`config.mk`:
```
export PLATFORM = sky130hd
export DESIGN_NAME = dlts_seq
export DESIGN_NICKNAME = d
export VERILOG_FILES = /design/src/rtl/dlts_pkg.sv /design/src/rtl/dlts_pass_mem.sv /design/src/rtl/dlts_seq.sv
export SDC_FILE = /design/constraint.sdc
export NUM_CORES = 1
export LEC_CHECK = 0
export ABC_AREA = 1
export BUFFER_PORTS_ARGS = -buffer_cell sky130_fd_sc_hd__buf_4
export CORE_ASPECT_RATIO = 0.7
export CORE_MARGIN = 2
export CORE_UTILIZATION = 40
export DETAILED_ROUTE_END_ITERATION = 8
export PLACE_DENSITY = 0.61
export SKIP_CTS_REPAIR_TIMING = 1
export SLEW_MARGIN = 5
export SYNTH_ARGS = -nofsm -noshare
export SYNTH_HDL_FRONTEND = slang
export SYNTH_HIERARCHICAL = 1
export SYNTH_SLANG_ARGS = --single-unit
```
`constraint.sdc`:
```
create_clock -name clk_sys -period 7.2 [get_ports clk_sys]
set_clock_uncertainty 0.05 [all_clocks]
set_input_delay 1.44 -clock clk_sys [delete_from_list [all_inputs] [get_ports clk_sys]]
set_output_delay 1.44 -clock clk_sys [all_outputs]
set_load 0.05 [all_outputs]
```
`src/rtl/dlts_pkg.sv`:
```
// dlts_pkg: constants shared by the delay-line read tuning sequencer
// assumes ratios of 0..124, temperature as signed whole degrees celsius
package dlts_pkg;

  // ------------------------------------------------------------------
  // ratio range and sweep
  // ------------------------------------------------------------------
  localparam logic [6:0] RATIO_MAX     = 7'h7C;  // highest ratio element, 124
  localparam logic [6:0] COARSE_STEP   = 7'h04;  // coarse increment
  localparam int         COARSE_PTS    = 32;     // 0,4,..,124
  localparam logic [5:0] COARSE_LAST   = 6'h1F;  // last coarse index
  localparam logic [6:0] FINE_SPAN     = 7'h0A;  // single steps each side
  localparam logic [6:0] SKIP_BELOW    = 7'h28;  // 40: no re-timing search
  localparam logic [6:0] COLD_BACKOFF  = 7'h18;  // 24 below largest pass
  localparam logic [3:0] MARGIN_RST    = 4'h8;   // default downward margin

  // ------------------------------------------------------------------
  // control word layout
  // ------------------------------------------------------------------
  localparam int         FRC_LSB       = 13;     // forced ratio field [19:13]
  localparam int         FRC_MSB       = 19;

  // ------------------------------------------------------------------
  // temperature bands (degrees celsius)
  // ------------------------------------------------------------------
  localparam logic signed [9:0] T_M20  = -10'sd20;
  localparam logic signed [9:0] T_10   = 10'sd10;
  localparam logic signed [9:0] T_20   = 10'sd20;
  localparam logic signed [9:0] T_40   = 10'sd40;
  localparam logic signed [9:0] T_70   = 10'sd70;
  localparam logic signed [9:0] T_90   = 10'sd90;
  localparam logic signed [9:0] T_120  = 10'sd120;

  // ------------------------------------------------------------------
  // window fractions in sixteenths and offsets above a low failure
  // ------------------------------------------------------------------
  localparam logic [3:0] FR_COLD = 4'hD;  // 13/16
  localparam logic [3:0] FR_M20  = 4'h9;  // 9/16
  localparam logic [3:0] FR_20   = 4'h8;  // 1/2
  localparam logic [3:0] FR_40   = 4'h7;  // 7/16
  localparam logic [3:0] FR_70   = 4'h5;  // 5/16
  localparam logic [3:0] FR_90   = 4'h4;  // 4/16
  localparam logic [3:0] FR_120  = 4'h3;  // 3/16
  localparam logic [6:0] OFS_12  = 7'h0C;
  localparam logic [6:0] OFS_8   = 7'h08;
  localparam logic [6:0] OFS_10  = 7'h0A;

  // ------------------------------------------------------------------
  // sequencer states
  // ------------------------------------------------------------------
  typedef enum logic [3:0] {
    ST_IDLE   = 4'h0,
    ST_CREQ   = 4'h1,
    ST_SCAN   = 4'h2,
    ST_TEMP   = 4'h3,
    ST_CALC   = 4'h4,
    ST_FREQ   = 4'h5,
    ST_FIX    = 4'h6,
    ST_DONE   = 4'h7
  } dlts_state_t;

endpackage

```
`src/rtl/dlts_pass_mem.sv`:
```
// dlts_pass_mem: one pass bit per coarse ratio point
// assumes a single clock; read data leave a register one cycle after address
`timescale 1ns/100ps
module dlts_pass_mem (
  // clock and reset
  input  wire logic       clk_sys,
  input  wire logic       rst,
  // write side
  input  wire logic       wr_en,
  input  wire logic [4:0] wr_addr,
  input  wire logic       wr_bit,
  // read side
  input  wire logic [4:0] rd_addr,
  output logic            rd_bit_r
);

  logic [31:0] bits_r;  // pass map, bit n is ratio 4*n

  // ------------------------------------------------------------------
  // storage and registered read
  // ------------------------------------------------------------------
  always_ff @(posedge clk_sys) begin
    if (rst) begin
      bits_r   <= 32'h0000_0000;
      rd_bit_r <= 1'b0;
    end else begin
      if (wr_en) begin
        bits_r[wr_addr] <= wr_bit;
      end
      rd_bit_r <= bits_r[rd_addr];
    end
  end

endmodule

```
`src/rtl/dlts_seq.sv`:
```
// dlts_seq: delay-line read tuning sequencer for the 192 MHz card bus
// assumes a command engine that runs each tuning read and streams the
// returned block beside the expected tuning pattern on the same clock
`timescale 1ns/100ps
module dlts_seq (
  // clock and reset
  input  wire logic              clk_sys,
  input  wire logic              rst,
  // control
  input  wire logic              tune_start,
  input  wire logic [3:0]        retime_margin,
  input  wire logic signed [9:0] temp_c,
  output logic                   tune_busy,
  output logic                   tune_done_r,
  output logic                   tune_fail_r,
  // tuning read command engine
  output logic                   rd_req,
  output logic [6:0]             rd_ratio_r,
  input  wire logic              rd_beat,
  input  wire logic [7:0]        rd_data,
  input  wire logic [7:0]        rd_expect,
  input  wire logic              rd_end,
  input  wire logic              rd_crc_err,
  // delay line
  output logic [31:0]            delay_line_control_register,
  output logic [6:0]             forced_delay_ratio
);

  dlts_pkg::dlts_state_t st_r, st_nxt;  // sequencer state

  logic [5:0]        cidx_r;      // coarse index / scan index
  logic [7:0]        cap_r;       // registered copy of rd_data
  logic [7:0]        exp_r;       // pattern aligned with cap_r
  logic              cap_vld_r;   // cap_r holds a beat
  logic              mism_r;      // mismatch seen in this read
  logic [5:0]        run_st_r;    // current run start index
  logic [5:0]        run_len_r;   // current run length
  logic [5:0]        best_st_r;   // largest window start index
  logic [5:0]        best_len_r;  // largest window length
  logic signed [9:0] temp_r;      // sampled temperature
  logic [6:0]        otv_r;       // optimum tuning value
  logic [6:0]        fend_r;      // last single-step ratio
  logic              fa_r;        // failure above found
  logic [6:0]        fa_rat_r;    // smallest failing ratio above
  logic              fb_r;        // failure below found
  logic [6:0]        fb_rat_r;    // largest failing ratio below
  logic [6:0]        final_r;     // chosen ratio
  logic              mem_q;       // pass bit from scan read

  // ------------------------------------------------------------------
  // read result decode
  // ------------------------------------------------------------------
  wire       beat_bad  = cap_vld_r && (cap_r != exp_r);
  wire       rd_pass   = rd_end && !rd_crc_err && !mism_r && !beat_bad;
  wire       in_coarse = (st_r == dlts_pkg::ST_CREQ);
  wire       in_fine   = (st_r == dlts_pkg::ST_FREQ);
  wire [4:0] pos       = 5'(cidx_r - 6'h01);
  wire       scan_take = (st_r == dlts_pkg::ST_SCAN) && (cidx_r != 6'h00);

  // ------------------------------------------------------------------
  // window math
  // ------------------------------------------------------------------
  wire [6:0]  lpw_lo  = {best_st_r[4:0], 2'b00};
  wire [6:0]  lpw_hi  = 7'({best_st_r + best_len_r - 6'h01, 2'b00});
  wire [6:0]  lpw_w   = lpw_hi - lpw_lo;
  wire        cold    = temp_r < dlts_pkg::T_M20;
  wire [3:0]  frac    = cold                      ? dlts_pkg::FR_COLD :
                        (temp_r < dlts_pkg::T_20)  ? dlts_pkg::FR_M20  :
                        (temp_r < dlts_pkg::T_40)  ? dlts_pkg::FR_20   :
                        (temp_r < dlts_pkg::T_70)  ? dlts_pkg::FR_40   :
                        (temp_r < dlts_pkg::T_90)  ? dlts_pkg::FR_70   :
                        (temp_r < dlts_pkg::T_120) ? dlts_pkg::FR_90   :
                                                     dlts_pkg::FR_120;
  wire [10:0] prod    = 11'(lpw_w) * 11'(frac);
  wire [6:0]  frac_v  = 7'(lpw_lo + 7'((prod + 11'h00F) >> 4));  // ceiling
  wire [6:0]  hi_back = (lpw_hi > dlts_pkg::COLD_BACKOFF) ?
                        7'(lpw_hi - dlts_pkg::COLD_BACKOFF) : 7'h00;
  wire [6:0]  otv_nxt = (cold && hi_back < frac_v) ? hi_back : frac_v;
  wire [6:0]  f_lo    = (otv_nxt > dlts_pkg::FINE_SPAN) ?
                        7'(otv_nxt - dlts_pkg::FINE_SPAN) : 7'h00;
  wire [6:0]  f_hi    = (otv_nxt > 7'(dlts_pkg::RATIO_MAX - dlts_pkg::FINE_SPAN)) ?
                        dlts_pkg::RATIO_MAX : 7'(otv_nxt + dlts_pkg::FINE_SPAN);

  // ------------------------------------------------------------------
  // correction math
  // ------------------------------------------------------------------
  wire [6:0]  ofs     = (temp_r < dlts_pkg::T_10) ? dlts_pkg::OFS_12 :
                        (temp_r < dlts_pkg::T_70) ? dlts_pkg::OFS_8  :
                        (temp_r < dlts_pkg::T_90) ? dlts_pkg::OFS_10 :
                                                    dlts_pkg::OFS_12;
  wire [7:0]  up_a    = 8'(fa_rat_r) + 8'(ofs);
  wire [7:0]  up_b    = 8'(fb_rat_r) + 8'(ofs);
  wire [6:0]  up_a_c  = (up_a > 8'(dlts_pkg::RATIO_MAX)) ? dlts_pkg::RATIO_MAX : up_a[6:0];
  wire [6:0]  up_b_c  = (up_b > 8'(dlts_pkg::RATIO_MAX)) ? dlts_pkg::RATIO_MAX : up_b[6:0];
  wire [6:0]  dn_a    = (fa_rat_r > 7'(retime_margin)) ?
                        7'(fa_rat_r - 7'(retime_margin)) : 7'h00;
  wire [6:0]  fix_v   = fa_r ? (cold ? up_a_c : dn_a) :
                        fb_r ? up_b_c : otv_r;

  // ------------------------------------------------------------------
  // next state
  // ------------------------------------------------------------------
  always_comb begin
    st_nxt = st_r;
    unique case (st_r)
      dlts_pkg::ST_IDLE: if (tune_start) st_nxt = dlts_pkg::ST_CREQ;
      dlts_pkg::ST_CREQ: if (rd_end && cidx_r == dlts_pkg::COARSE_LAST) st_nxt = dlts_pkg::ST_SCAN;
      dlts_pkg::ST_SCAN: if (cidx_r == 6'(dlts_pkg::COARSE_PTS)) st_nxt = dlts_pkg::ST_TEMP;
      dlts_pkg::ST_TEMP: st_nxt = (best_len_r == 6'h00) ? dlts_pkg::ST_DONE : dlts_pkg::ST_CALC;
      dlts_pkg::ST_CALC: st_nxt = (otv_nxt < dlts_pkg::SKIP_BELOW) ?
                                  dlts_pkg::ST_FIX : dlts_pkg::ST_FREQ;
      dlts_pkg::ST_FREQ: if (rd_end && rd_ratio_r == fend_r) st_nxt = dlts_pkg::ST_FIX;
      dlts_pkg::ST_FIX:  st_nxt = dlts_pkg::ST_DONE;
      dlts_pkg::ST_DONE: if (tune_start) st_nxt = dlts_pkg::ST_CREQ;
      default:           st_nxt = dlts_pkg::ST_IDLE;
    endcase
  end

  assign rd_req    = in_coarse || in_fine;
  assign tune_busy = (st_r != dlts_pkg::ST_IDLE) && (st_r != dlts_pkg::ST_DONE);

  // ------------------------------------------------------------------
  // coarse results storage
  // ------------------------------------------------------------------
  dlts_pass_mem u_mem (
    .clk_sys  (clk_sys),
    .rst      (rst),
    .wr_en    (in_coarse && rd_end),
    .wr_addr  (cidx_r[4:0]),
    .wr_bit   (rd_pass),
    .rd_addr  (cidx_r[4:0]),
    .rd_bit_r (mem_q)
  );

  // ------------------------------------------------------------------
  // state and read capture
  // ------------------------------------------------------------------
  always_ff @(posedge clk_sys) begin
    if (rst) begin
      st_r      <= dlts_pkg::ST_IDLE;
      cap_r     <= 8'h00;
      exp_r     <= 8'h00;
      cap_vld_r <= 1'b0;
      mism_r    <= 1'b0;
    end else begin
      st_r      <= st_nxt;
      cap_r     <= rd_data;
      exp_r     <= rd_expect;
      cap_vld_r <= rd_beat && rd_req;
      mism_r    <= rd_end ? 1'b0 : (mism_r || beat_bad);
    end
  end

  // ------------------------------------------------------------------
  // sweep index, ratio and window scan
  // ------------------------------------------------------------------
  always_ff @(posedge clk_sys) begin
    if (rst) begin
      cidx_r     <= 6'h00;
      rd_ratio_r <= 7'h00;
      run_st_r   <= 6'h00;
      run_len_r  <= 6'h00;
      best_st_r  <= 6'h00;
      best_len_r <= 6'h00;
    end else if (tune_start && !tune_busy) begin
      cidx_r     <= 6'h00;
      rd_ratio_r <= 7'h00;
      run_len_r  <= 6'h00;
      best_len_r <= 6'h00;
    end else if (in_coarse && rd_end) begin
      cidx_r     <= (cidx_r == dlts_pkg::COARSE_LAST) ? 6'h00 : 6'(cidx_r + 6'h01);
      rd_ratio_r <= 7'(rd_ratio_r + dlts_pkg::COARSE_STEP);
    end else if (st_r == dlts_pkg::ST_SCAN) begin
      cidx_r <= 6'(cidx_r + 6'h01);
      if (scan_take && mem_q) begin
        run_len_r <= 6'(run_len_r + 6'h01);
        if (run_len_r == 6'h00) run_st_r <= 6'(pos);
        if (6'(run_len_r + 6'h01) > best_len_r) begin
          best_len_r <= 6'(run_len_r + 6'h01);
          best_st_r  <= (run_len_r == 6'h00) ? 6'(pos) : run_st_r;
        end
      end else if (scan_take) begin
        run_len_r <= 6'h00;
      end
    end else if (st_r == dlts_pkg::ST_CALC) begin
      rd_ratio_r <= f_lo;
    end else if (in_fine && rd_end && rd_ratio_r != fend_r) begin
      rd_ratio_r <= 7'(rd_ratio_r + 7'h01);
    end
  end

  // ------------------------------------------------------------------
  // temperature, optimum value, failure search and final choice
  // ------------------------------------------------------------------
  always_ff @(posedge clk_sys) begin
    if (rst) begin
      temp_r      <= 10'sd0;
      otv_r       <= 7'h00;
      fend_r      <= 7'h00;
      fa_r        <= 1'b0;
      fa_rat_r    <= 7'h00;
      fb_r        <= 1'b0;
      fb_rat_r    <= 7'h00;
      final_r     <= 7'h00;
      tune_done_r <= 1'b0;
      tune_fail_r <= 1'b0;
    end else begin
      if (tune_start && !tune_busy) begin
        tune_done_r <= 1'b0;
        tune_fail_r <= 1'b0;
        fa_r        <= 1'b0;
        fb_r        <= 1'b0;
      end
      if (st_r == dlts_pkg::ST_TEMP) temp_r <= temp_c;
      if (st_r == dlts_pkg::ST_CALC) begin
        otv_r  <= otv_nxt;
        fend_r <= f_hi;
      end
      if (in_fine && rd_end && !rd_pass) begin
        if (rd_ratio_r > otv_r && !fa_r) begin
          fa_r     <= 1'b1;
          fa_rat_r <= rd_ratio_r;
        end
        if (rd_ratio_r < otv_r) begin
          fb_r     <= 1'b1;
          fb_rat_r <= rd_ratio_r;
        end
      end
      if (st_r == dlts_pkg::ST_FIX) final_r <= fix_v;
      if (st_r == dlts_pkg::ST_TEMP && best_len_r == 6'h00) tune_fail_r <= 1'b1;
      if (st_nxt == dlts_pkg::ST_DONE && st_r != dlts_pkg::ST_DONE) tune_done_r <= 1'b1;
    end
  end

  assign forced_delay_ratio = final_r;
  assign delay_line_control_register = 32'(final_r) << dlts_pkg::FRC_LSB;
endmodule

```
# == Yosys cells after proc, flatten, opt, wreduce, memory -nomap -nowiden ==
# Index checks and enable logic that the tools add are counted.
# classes
bitwise_logic,2
eq_ne,15
mux,50
order_cmp,20
n_addsub,16
mul,1
reduce_logical,48
# op_table
op,n
$mux 7,14
$mux 6,6
$bwmux 32,1
$lt 10x8->1 const B,3
$mux 4,7
$pmux 4 s7,1
$eq 4x3->1 const B,5
$logic_and 1x1->1,20
$lt 10x6->1 const B,2
$mux 3,6
$add 7x4->8,2
$gt 8x7->1 const B,2
$lt 7x7->1,2
$add 6x1->6 const B,2
$logic_not 6->1,2
$add 11x4->11 const B,1
$mul 7x4->11,1
$mux 1,11
$lt 10x5->1 const B,1
$lt 10x7->1 const B,1
$sub 5x1->5 const B,2
$eq 4x2->1 const B,2
$ne 8x8->1,1
$reduce_and 4->1,2
40 further kinds,55
# totals
output_inout_bits,50
ff_bits,140
wordCells,175

# == Logic depth before layout (Yosys ltp) ==
# Gate-level depths: netlist of run 1.
# logic_depth
word_depth,19
mapped_depth,47

# == Hierarchy ==
# The synthesis of run 1 kept the hierarchy.
# modules_own_cells
mod,seq_area_each_um2,area_each_um2,cells_per_inst,instances
dlts_seq,2102.0,7661.1,1075,1
dlts_pass_mem,660.6,1656.6,245,1

# == Worst setup path before layout of run 1 ==
# Ideal clock, no wire load.
# synth_path
path_type,register -> register
from,reg best_st_r[1]
to,reg rd_ratio_r[3]
synth_period_minus_slack_ps,7678
path_slack_ps,-478
arrival_time_ps,7560
path_stages_with_launch,44
cell_sequence,dfxtp_1 > inv_1 > ha_1 > inv_1 > ha_1 > fa_1 > ha_1 > a21oi_1 > o21ai_0 > xnor2_1 > nor2_1 > fa_1 > fa_1 > ha_1 > ha_1 > a21oi_1 > o21ai_0 > a21o_1 > [8 not listed] > nand2_1 > ha_1 > a21oi_1 > o21a_1 > nand3_4 > inv_2 > nand3_1 > nand2_1 > inv_1 > ha_1 > inv_1 > nand3_1 > nor2_1 > nor2_1 > nand3_2 > nand2_1 > a21o_1 > a21oi_2
# synth_via
elab_chain_cells,14
word_cells_on_any_way,18
classes_between,7 x add/sub; 1 x mul; 3 x order compare; 6 x mux; 1 x reduce/logical
# synth_rtl
element,line_no,text
start: declaration,dlts_seq.sv:38,logic [5:0] best_st_r;
start signal: assignment,dlts_seq.sv:180,best_st_r <= (run_len_r == 6'h00) ? 6'(pos) : run_st_r;
$add 5x5->5,dlts_seq.sv:64,"wire [6:0] lpw_hi = 7'({best_st_r + best_len_r - 6'h01, 2'b00});"
$sub 5x1->5,dlts_seq.sv:64,
$sub 7x7->7,dlts_seq.sv:65,wire [6:0] lpw_w = lpw_hi - lpw_lo;
$mul 7x4->11,dlts_seq.sv:74,wire [10:0] prod = 11'(lpw_w) * 11'(frac);
$add 11x4->11,dlts_seq.sv:75,wire [6:0] frac_v = 7'(lpw_lo + 7'((prod + 11'h00F) >> 4));
$add 7x7->7,dlts_seq.sv:75,
$lt 7x7->1,dlts_seq.sv:78,wire [6:0] otv_nxt = (cold && hi_back < frac_v) ? hi_back : frac_v;
$logic_and 1x1->1,dlts_seq.sv:78,
$mux 7 (*),dlts_seq.sv:78,
named net otv_nxt[2],dlts_seq.sv:78,
$sub 7x4->7 or $gt 7x4->1 (tied branches),"dlts_seq.sv:80, dlts_seq.sv:79",
$mux 7 (*),dlts_seq.sv:79,wire [6:0] f_lo = (otv_nxt > dlts_pkg::FINE_SPAN) ?
$mux 7 (*),dlts_seq.sv:185,end else if (st_r == dlts_pkg::ST_CALC) begin
$mux 7 (*),dlts_seq.sv:173,end else if (st_r == dlts_pkg::ST_SCAN) begin
$mux 7 (*),dlts_seq.sv:170,end else if (in_coarse && rd_end) begin
end signal: assignment,dlts_seq.sv:172,rd_ratio_r <= 7'(rd_ratio_r + dlts_pkg::COARSE_STEP);
end signal: assignment,dlts_seq.sv:186,rd_ratio_r <= f_lo;
end signal: assignment,dlts_seq.sv:188,rd_ratio_r <= 7'(rd_ratio_r + 7'h01);
end: declaration,dlts_seq.sv:18,"output logic [6:0] rd_ratio_r,"
# Mark *: on every way through the listed nets, which the timed path passes. The rest lies on a longest branch. The select of a mux whose other input is x is not followed.
# A chain may end at the register's enable or synchronous reset.

# == Worst setup path in the final report of run 1 ==
# Same ends and word-level chain as after synthesis.

==> out/metrics.cfg, run 1 <==
[outcome]
status = finished with violations
violations = setup timing

[sta]
fin_crit_sh = 1.02
rsz0062_at_grt = yes
relSlewSlack = 0.174
timing_hold_violations_final = 0
clock.fmax_mhz = 136
worstMarginPinSlew_ns = 1.23
drv_slew = 0
setup_tns_ns = -0.751
fin_crit_ns = 7.33
layout_setup_ws_ns = -0.126
setup_viol = 10

[setup_path]
critical_path_arrival_ns = 7.64
r2r_setup_slack_ns = -0.13
critPathSlowestCell = fa_1
critPathKind = reg2reg
regToRegStartpoint = best_st_r[1]
rr_worst_depth = 43
crit_top_cell = ha_4
reg2reg_to = rd_ratio_r[3]
crit_fanout = 5
worstSetupStartpointType = register
max_stage_delay_ns = 0.60
endpoint_kind = register
crit_required_ns = 7.51

[die]
ios = 86
num_rows = 46
core-area_um2 = 22700
die_area_um2 = 24600
die_h_um = 132
start_util = 0.410
fp.dieW_um = 186

[min_path]
worstHoldPathCells = 2
min_from = run_st_r[2]
worstHoldPathType = reg2reg
holdPathEnd = run_st_r[2]

[place]
dp_hpwl_um = 18200
dpl_cell_area_um2 = 10400
port_buffers = 59
gp_congestion = 0.851
pre_cts_ws_ns = -0.395
dp_cells = 1717

[synth]
netlist_instances = 1320
synthArstFlopShare = 0
synth-seq-cells = 138
syn_area_per_cell_um2 = 7.06
synth.area.top_cells = dfxtp_1 30%, ha_1 9.3%, nand2_1 7.5%
synth.top_cell.area_share = 0.296
synth_top_area_cell = dfxtp_1
synth.distinct_cells = 54
synth_flop_cell = dfxtp_1
synth_area_um2 = 9320
synth_most_common_cell = nand2_1
seq_area_frac_synth = 0.296
yosys_warnings = 6
synth_enable_flop_cells = 0
synth_common_cells = 187 x nand2_1, 183 x inv_1, 138 x dfxtp_1, 125 x a21oi_1, 122 x nor2_1

[drt]
drc = 0
first_pass_iters = 5
wl_um = 25000
wl_per_cell_um = 14.2
vias_per_cell = 5.03
vias = 8851
drt_iter0_drc = 504
final_antenna_net_count = 0

[pwr]
max-vdd-ir-drop_uv = 194
comb_power_share = 0.056
netSwitchingFraction = 0.258
power.leakage_nw = 5.00
switching_power_mw = 0.451
p_int_mw = 1.30
p_clk_frac = 0.503
power_density_nw_per_um2 = 153
pwr-share-seq = 0.441

[layout]
multi_input_area_um2 = 5960
area_delta_synth_final_pct = 22.9
fillers = 2253
final_area_um2 = 11500
nNetsFinal = 1552
fin_util = 0.504
final_layout_size_suffix_gt1_frac = 0.200
regArea_um2 = 2770
n_antenna_cell = 0
fin_cells = 1759

[global_route]
grt_overflow_total = 0
grt_start_max_net_pins = 72
grt_pass1_vias = 8084
track_usage = 0.202
grt_pass1_wl_um = 40600
antenna_found_initial = 0

[clock_tree]
clockRootBuffer = clkbuf_16
clk_pin_slew_ns = 0.07
numCtsBuffers = 17
htreeDepth = 4
cts_tree = built
clk_latency_ns = 0.43
cts_buffer_depth = 2
clock-sinks = 138

[flow_run]
cap_viol_max_count = 0

worst max-delay path, delay by kind of cell, from the launching register on:
kind	cells	cell delay, ns
simple gates	12	1.11
compound gates	11	1.52
xor+xnor	3	0.48
flops	1	0.36
buf+inv	6	0.36
fa+ha+maj	11	3.34
state kept, by name (all words and copies together), names as in the netlist, 8 cells and up:
| signal | cells |
|---|---|
| temp_r | 9 |
| exp_r | 8 |
| u_mem/bits_r | 32 |
| cap_r | 8 |
routing by layer:
metal | wire (um) | GRT usage | part of all wire | vias up
met5 | 0 | 0 | 0 | -
met4 | 284 | 0.0467 | 0.011 | 0
met3 | 1550 | 0.0414 | 0.062 | 19
met2 | 10400 | 0.293 | 0.42 | 250
met1 | 12800 | 0.304 | 0.51 | 4055
li1 | - | - | - | 4527
how the worst max path moves through the flow:
stage | startpoint | end | slack (ns) | depth (start not counted)
after global routing | best_len_r[0] | rd_ratio_r[5] | -0.44 | 44
after global placement | best_st_r[1] | rd_ratio_r[3] | -0.28 | 41
after floorplan | best_st_r[1] | rd_ratio_r[3] | 0.0002 | 43
after detailed placement | best_st_r[1] | rd_ratio_r[3] | -0.39 | 43
after CTS | best_st_r[1] | rd_ratio_r[3] | -0.42 | 43
final | best_st_r[1] | rd_ratio_r[3] | -0.13 | 43
cell families after synthesis:
logic type,count (synthesis),share of synthesized area
other,1,0.000402
and+or+nand+nor,494,0.237
buffers and inverters,258,0.120
adders and majority gates,82,0.121
xor gates and xnor gates,54,0.0516
DFF,138,0.296
AOI/OAI and AO/OA,293,0.174
cell type report:
type                       instances  share of cell area
tap                              312              0.0341
sequential                       138               0.242
inverter                         192              0.0638
clock inverter                    13              0.0113
multi-input combinational        949               0.520
clock buffer                      19              0.0397
timing repair buffer             136              0.0891
cells in the final DEF (no fill, tap or decap), types with 12 or more instances in the layout:
| cell type | synthesis | layout |
|---|---|---|
| inv_1 | 183 | 177 |
| nand2_1 | 187 | 175 |
| buf_4 | 33 | 136 |
| dfxtp_1 | 138 | 135 |
| a21oi_1 | 125 | 117 |
| nor2_1 | 122 | 116 |
| o21ai_0 | 112 | 109 |
| nand3_1 | 112 | 104 |
| ha_1 | 69 | 59 |
| xor2_1 | 30 | 28 |
| conb_1 | 1 | 26 |
| nor3_1 | 23 | 20 |
| xnor2_1 | 23 | 19 |
| clkbuf_16 | 0 | 18 |
| nand2_2 | 11 | 17 |
| a21oi_2 | 6 | 14 |
| fa_1 | 13 | 12 |
power groups by stage:
| stage | clock network [mW] | registers [mW] | logic, mW |
|---|---|---|---|
| 2_1_floorplan | 0 | 0.789 | 0.0802 |
| 3_3_place_gp | 0 | 0.789 | 0.0966 |
| 3_5_place_dp | 0 | 0.789 | 0.0971 |
| 4_1_cts | 0.895 | 0.772 | 0.0973 |
| 5_1_grt | 0.926 | 0.772 | 0.107 |
| 6_report | 0.881 | 0.772 | 0.0980 |
through the flow:
stage | hold WS (ns) | power (mW)
floorplan | 0.380 | 0.869
global placement | 0.394 | 0.886
detailed placement | 0.402 | 0.886
CTS | 0.413 | 1.76
global route | 0.433 | 1.81
finish | 0.409 | 1.75
(Power assumes the default switching activity.)
==> run 2, diff against run 1 <==
--- a/config.mk
+++ b/config.mk
@@ -11,7 +11,8 @@
 export CORE_MARGIN = 2
 export CORE_UTILIZATION = 40
 export DETAILED_ROUTE_END_ITERATION = 8
-export PLACE_DENSITY = 0.61
+export MAX_ROUTING_LAYER = met4
+export PLACE_DENSITY = 0.58
 export SKIP_CTS_REPAIR_TIMING = 1
 export SLEW_MARGIN = 5
 export SYNTH_ARGS = -nofsm -noshare
==> constraint.sdc (replaced) <==
create_clock -name clk_sys -period 9 [get_ports clk_sys]
set_clock_uncertainty 0.05 [all_clocks]
set_input_delay 1.8 -clock clk_sys [delete_from_list [all_inputs] [get_ports clk_sys]]
set_output_delay 1.8 -clock clk_sys [all_outputs]
set_load 0.05 [all_outputs]
==> run 2 against run 1 <==
Effect of this change: the flow now finishes without violations; largest power group unchanged; first-iteration DRC count grew 36%; utilization shrank 4.1 points; critical endpoint unchanged; largest cell class unchanged; clock-buffer cell count shrank 1; final cell count shrank 4.1%; sequential share of layout area grew 2.1 points; cell area shrank 8.2%; wire length shrank 3.1%; clock power shrank 19%; combinational power shrank 20%; sequential power shrank 20%; global-route usage grew 0.45 points.
==> out/metrics.cfg, run 2 (same netlist as run 1, synthesis figures left out) <==
[outcome]
status = finished clean

[sta]
setup_viol = 0
fin_crit_sh = 0.925
setup_tns_ns = 0
clock.fmax_mhz = 120
rsz0062_at_grt = no
fin_crit_ns = 8.33
worstMarginPinSlew_ns = 1.15
timing_hold_violations_final = 0
relSlewSlack = 0.232
drv_slew = 0

[setup_path]
critPathSlowestCell = fa_2
crit_fanout = 8
endpoint_kind = register
worstSetupStartpointType = register
crit_top_cell = ha_1
reg2reg_to = rd_ratio_r[3]
max_stage_delay_ns = 0.61
rr_worst_depth = 43
critical_path_arrival_ns = 8.63
critPathKind = reg2reg
crit_required_ns = 9.30
regToRegStartpoint = best_st_r[1]
r2r_setup_slack_ns = 0.67

[min_path]
worstHoldPathCells = 2
min_from = run_st_r[2]
worstHoldPathType = reg2reg
holdPathEnd = run_st_r[2]

[layout]
area_delta_synth_final_pct = 12.9
nNetsFinal = 1480
n_antenna_cell = 0
layout_commonest_cell = nand2_1
largest_register_ffs = 32
layout_common_cells = 187 x nand2_1, 183 x inv_1, 137 x dfxtp_1
final_layout_size_suffix_gt1_frac = 0.113
regMostFlops = u_mem/bits_r
largest_registers = u_mem/bits_r x32, temp_r x9
final_area_um2 = 10500

[die]
core-area_um2 = 22700
die_h_um = 132
num_rows = 46
start_util = 0.410
ios = 86
die_area_um2 = 24600
fp.dieW_um = 186

[clock_tree]
numCtsBuffers = 17
clk_pin_slew_ns = 0.06
htreeDepth = 4
clock-sinks = 138
clk_latency_ns = 0.42
clockRootBuffer = clkbuf_16
cts_buffer_depth = 2
cts_tree = built

[pwr]
power.leakage_nw = 4.62
power_density_nw_per_um2 = 134
max-vdd-ir-drop_uv = 135

[place]
gp_congestion = 0.856
port_buffers = 59
dp_hpwl_um = 18000
dpl_cell_area_um2 = 9880

[drt]
final_antenna_net_count = 0
vias = 8501
drc = 0
drt_iter0_drc = 684
vias_per_cell = 5.04
wl_per_cell_um = 14.4
first_pass_iters = 7
wl_um = 24300

[global_route]
grt_start_max_net_pins = 72
grt_overflow_total = 0
track_usage = 0.207
grt_pass1_vias = 7806
grt_pass1_wl_um = 40100
antenna_found_initial = 0

[flow_run]
cap_viol_max_count = 0

run 2: critical path, delay by kind of cell, from the launching register on:
family          cells  cell delay (ns)
buf+inv             6             0.51
compound gates     11             1.66
xor+xnor            3             0.64
fa+ha+maj          11             3.79
flops               1             0.38
simple gates       12             1.25
run 2: how the worst max path moves through the flow:
stage	from	to	slack [ns]
4_1_cts	best_st_r[1]	rd_ratio_r[3]	0.41
6_report	best_st_r[1]	rd_ratio_r[3]	0.67
3_3_place_gp	best_st_r[1]	rd_ratio_r[3]	0.50
3_5_place_dp	best_st_r[1]	rd_ratio_r[3]	0.48
2_1_floorplan	best_st_r[1]	rd_ratio_r[3]	1.32
5_1_grt	best_st_r[1]	rd_ratio_r[5]	0.01
run 2: cell type report:
cell class                 count  area [um2]
sequential                   138        2760
clock inverter                14         160
timing repair buffer          64         480
clock buffer                  18         439
fill                        2347       12200
tap                          312         390
multi-input combinational    949        5560
inverter                     192         721
run 2: through the flow:
step / total power [mW] / hold slack, ns / setup slack [ns] / std cells / util
floorplan: 0.696 / 0.380 / 1.32 / 1345 / -
global placement: 0.710 / 0.392 / 0.497 / 1654 / 0.435
detailed placement: 0.710 / 0.399 / 0.478 / 1654 / 0.435
CTS: 1.42 / 0.409 / 0.415 / 1686 / 0.461
global route: 1.46 / 0.437 / 0.0129 / 1687 / 0.463
finish: 1.41 / 0.405 / 0.674 / 1687 / 0.463
run 2: report_power, final:
group | leakage [nW] | switching, mW | total (mW) | internal [mW]
clock network | 0.292 | 0.292 | 0.713 | 0.421
registers | 1.12 | 0.00300 | 0.618 | 0.615
logic | 3.22 | 0.0562 | 0.0780 | 0.0218
total | 4.62 | 0.351 | 1.41 | 1.06
run 2: layer usage:
metal | track usage | vias up | wire length, um
met2 | 0.287 | 223 | 9800
met3 | 0.0345 | 11 | 1350
met5 | - | - | 0
li1 | - | 4373 | -
met1 | 0.309 | 3894 | 13000
met4 | 0.0462 | 0 | 136
==> run 3, diff against run 2 <==
--- a/config.mk
+++ b/config.mk
@@ -13,6 +13,7 @@
 export DETAILED_ROUTE_END_ITERATION = 8
 export MAX_ROUTING_LAYER = met4
 export PLACE_DENSITY = 0.58
+export RECOVER_POWER = 50
 export SKIP_CTS_REPAIR_TIMING = 1
 export SLEW_MARGIN = 5
 export SYNTH_ARGS = -nofsm -noshare
==> run 3 against run 2 <==
Effect of this change: clock power hardly changed; register-to-register slack hardly changed; first-iteration DRC count is 3.2% lower; combinational power hardly changed; die area stayed put; wire length is 0.19% higher; the flow now finishes with violations (capacitance limit, slew limit); worst setup slack worse by 0.0034 ns; largest power group unchanged; sequential power hardly changed; largest cell class unchanged; non-clock buffer count stayed put; via count is 0.51% higher.
==> out/metrics.cfg, run 3 (same netlist as run 1, synthesis figures left out) <==
[sta]
hold_ws_ns = 0.405
setup_viol = 0
rsz0062_at_grt = no
relSlewSlack = -1.24
layout_setup_ws_ns = 0.671
timing_hold_violations_final = 0
fin_crit_ns = 8.33
drv_slew = 72
clock.fmax_mhz = 120
setup_tns_ns = 0
fin_crit_sh = 0.925
worstMarginPinSlew_ns = 3.37

[setup_path]
crit_required_ns = 9.30
worstSetupStartpointType = register
critical_path_arrival_ns = 8.63
r2r_setup_slack_ns = 0.67
crit_fanout = 8
critPathKind = reg2reg
regToRegStartpoint = best_st_r[1]
reg2reg_to = rd_ratio_r[3]
max_stage_delay_ns = 0.61
crit_top_cell = ha_1
rr_worst_depth = 43
endpoint_kind = register
critPathSlowestCell = fa_2
crit_start = best_st_r[1]

[place]
port_buffers = 59
dp_hpwl_um = 18000
gp_congestion = 0.856
pre_cts_ws_ns = 0.478

[layout]
fin_util = 0.458
layout_commonest_cell = nand2_1
largest_register_ffs = 32
layout_common_cells = 187 x nand2_1, 183 x inv_1, 137 x dfxtp_1
area_delta_synth_final_pct = 11.9
largest_registers = u_mem/bits_r x32, temp_r x9
nNetsFinal = 1480
final_layout_size_suffix_gt1_frac = 0.0945
regMostFlops = u_mem/bits_r
n_antenna_cell = 0

[drt]
drt_iter0_drc = 662
wl_per_cell_um = 14.4
vias = 8544
drc = 0
vias_per_cell = 5.06
wl_um = 24300
first_pass_iters = 5
final_antenna_net_count = 0

[pwr]
power.leakage_nw = 4.52
power_mw = 1.41
max-vdd-ir-drop_uv = 135
power_density_nw_per_um2 = 135

[min_path]
worstHoldPathType = reg2reg
holdPathEnd = run_st_r[2]
worstHoldPathCells = 2
min_from = run_st_r[2]

[clock_tree]
cts_buffer_depth = 2
cts_tree = built
clk_latency_ns = 0.42
clock-sinks = 138
htreeDepth = 4
clockRootBuffer = clkbuf_16
clk_pin_slew_ns = 0.06
numCtsBuffers = 17

[die]
fp.dieW_um = 186
num_rows = 46
core-area_um2 = 22700
die_h_um = 132
die_area_um2 = 24600
start_util = 0.410
ios = 86

[global_route]
grt_overflow_total = 0
grt_start_max_net_pins = 72
track_usage = 0.207
antenna_found_initial = 0
grt_pass1_vias = 7806
grt_pass1_wl_um = 40100

[outcome]
status = finished with violations
violations = capacitance limit, slew limit

[flow_run]
cap_viol_max_count = 1

run 3: cell types whose count changed in the layout (fill, tap and decap cells not counted), sizes merged:
cell | previous run | this run
clkbuf | 18 | 43
buf | 64 | 39
run 3: worst max-delay path: cells and delay by family, from the launching register on:
kind,cells,cell delay (ns)
and+or+nand+nor,12,1.25
DFF,1,0.38
AOI/OAI and AO/OA,11,1.66
xor gates and xnor gates,3,0.64
adders and majority gates,11,3.79
buffers and inverters,6,0.51
run 3: power by group:
group	leakage (nW)	internal, mW	switching (mW)
sequential	1.12	0.615	0.00299
combinational	3.11	0.0217	0.0562
clock	0.292	0.421	0.292
total	4.52	1.06	0.351
run 3: final cells by class:
| cell class | count | area [um2] |
|---|---|---|
| well taps | 312 | 390 |
| clock buffers | 18 | 439 |
| flip-flops and latches | 138 | 2760 |
| fillers | 2372 | 12300 |
| clock inverters | 14 | 160 |
| multi-input cells | 949 | 5560 |
| repair buffers | 64 | 387 |
| inverters | 192 | 721 |
run 3: layer usage:
layer,vias to the layer above,GRT usage,part of all wire
li1,4378,-,-
met1,3929,0.309,0.54
met2,226,0.287,0.40
met3,11,0.0345,0.051
met4,0,0.0462,0.0056
met5,-,-,0
run 3: worst max-delay path by stage:
stage / to / slack, ns
4_1_cts: rd_ratio_r[3] / 0.41
2_1_floorplan: rd_ratio_r[3] / 1.32
5_1_grt: rd_ratio_r[5] / 0.01
3_5_place_dp: rd_ratio_r[3] / 0.48
6_report: rd_ratio_r[3] / 0.67
3_3_place_gp: rd_ratio_r[3] / 0.50
run 3: through the flow:
step,cells,cell area (um2)
after detailed placement,1654,9880
after floorplan,1345,9410
after global placement,1654,9880
after global routing,1687,10400
final,1687,10400
after CTS,1686,10500
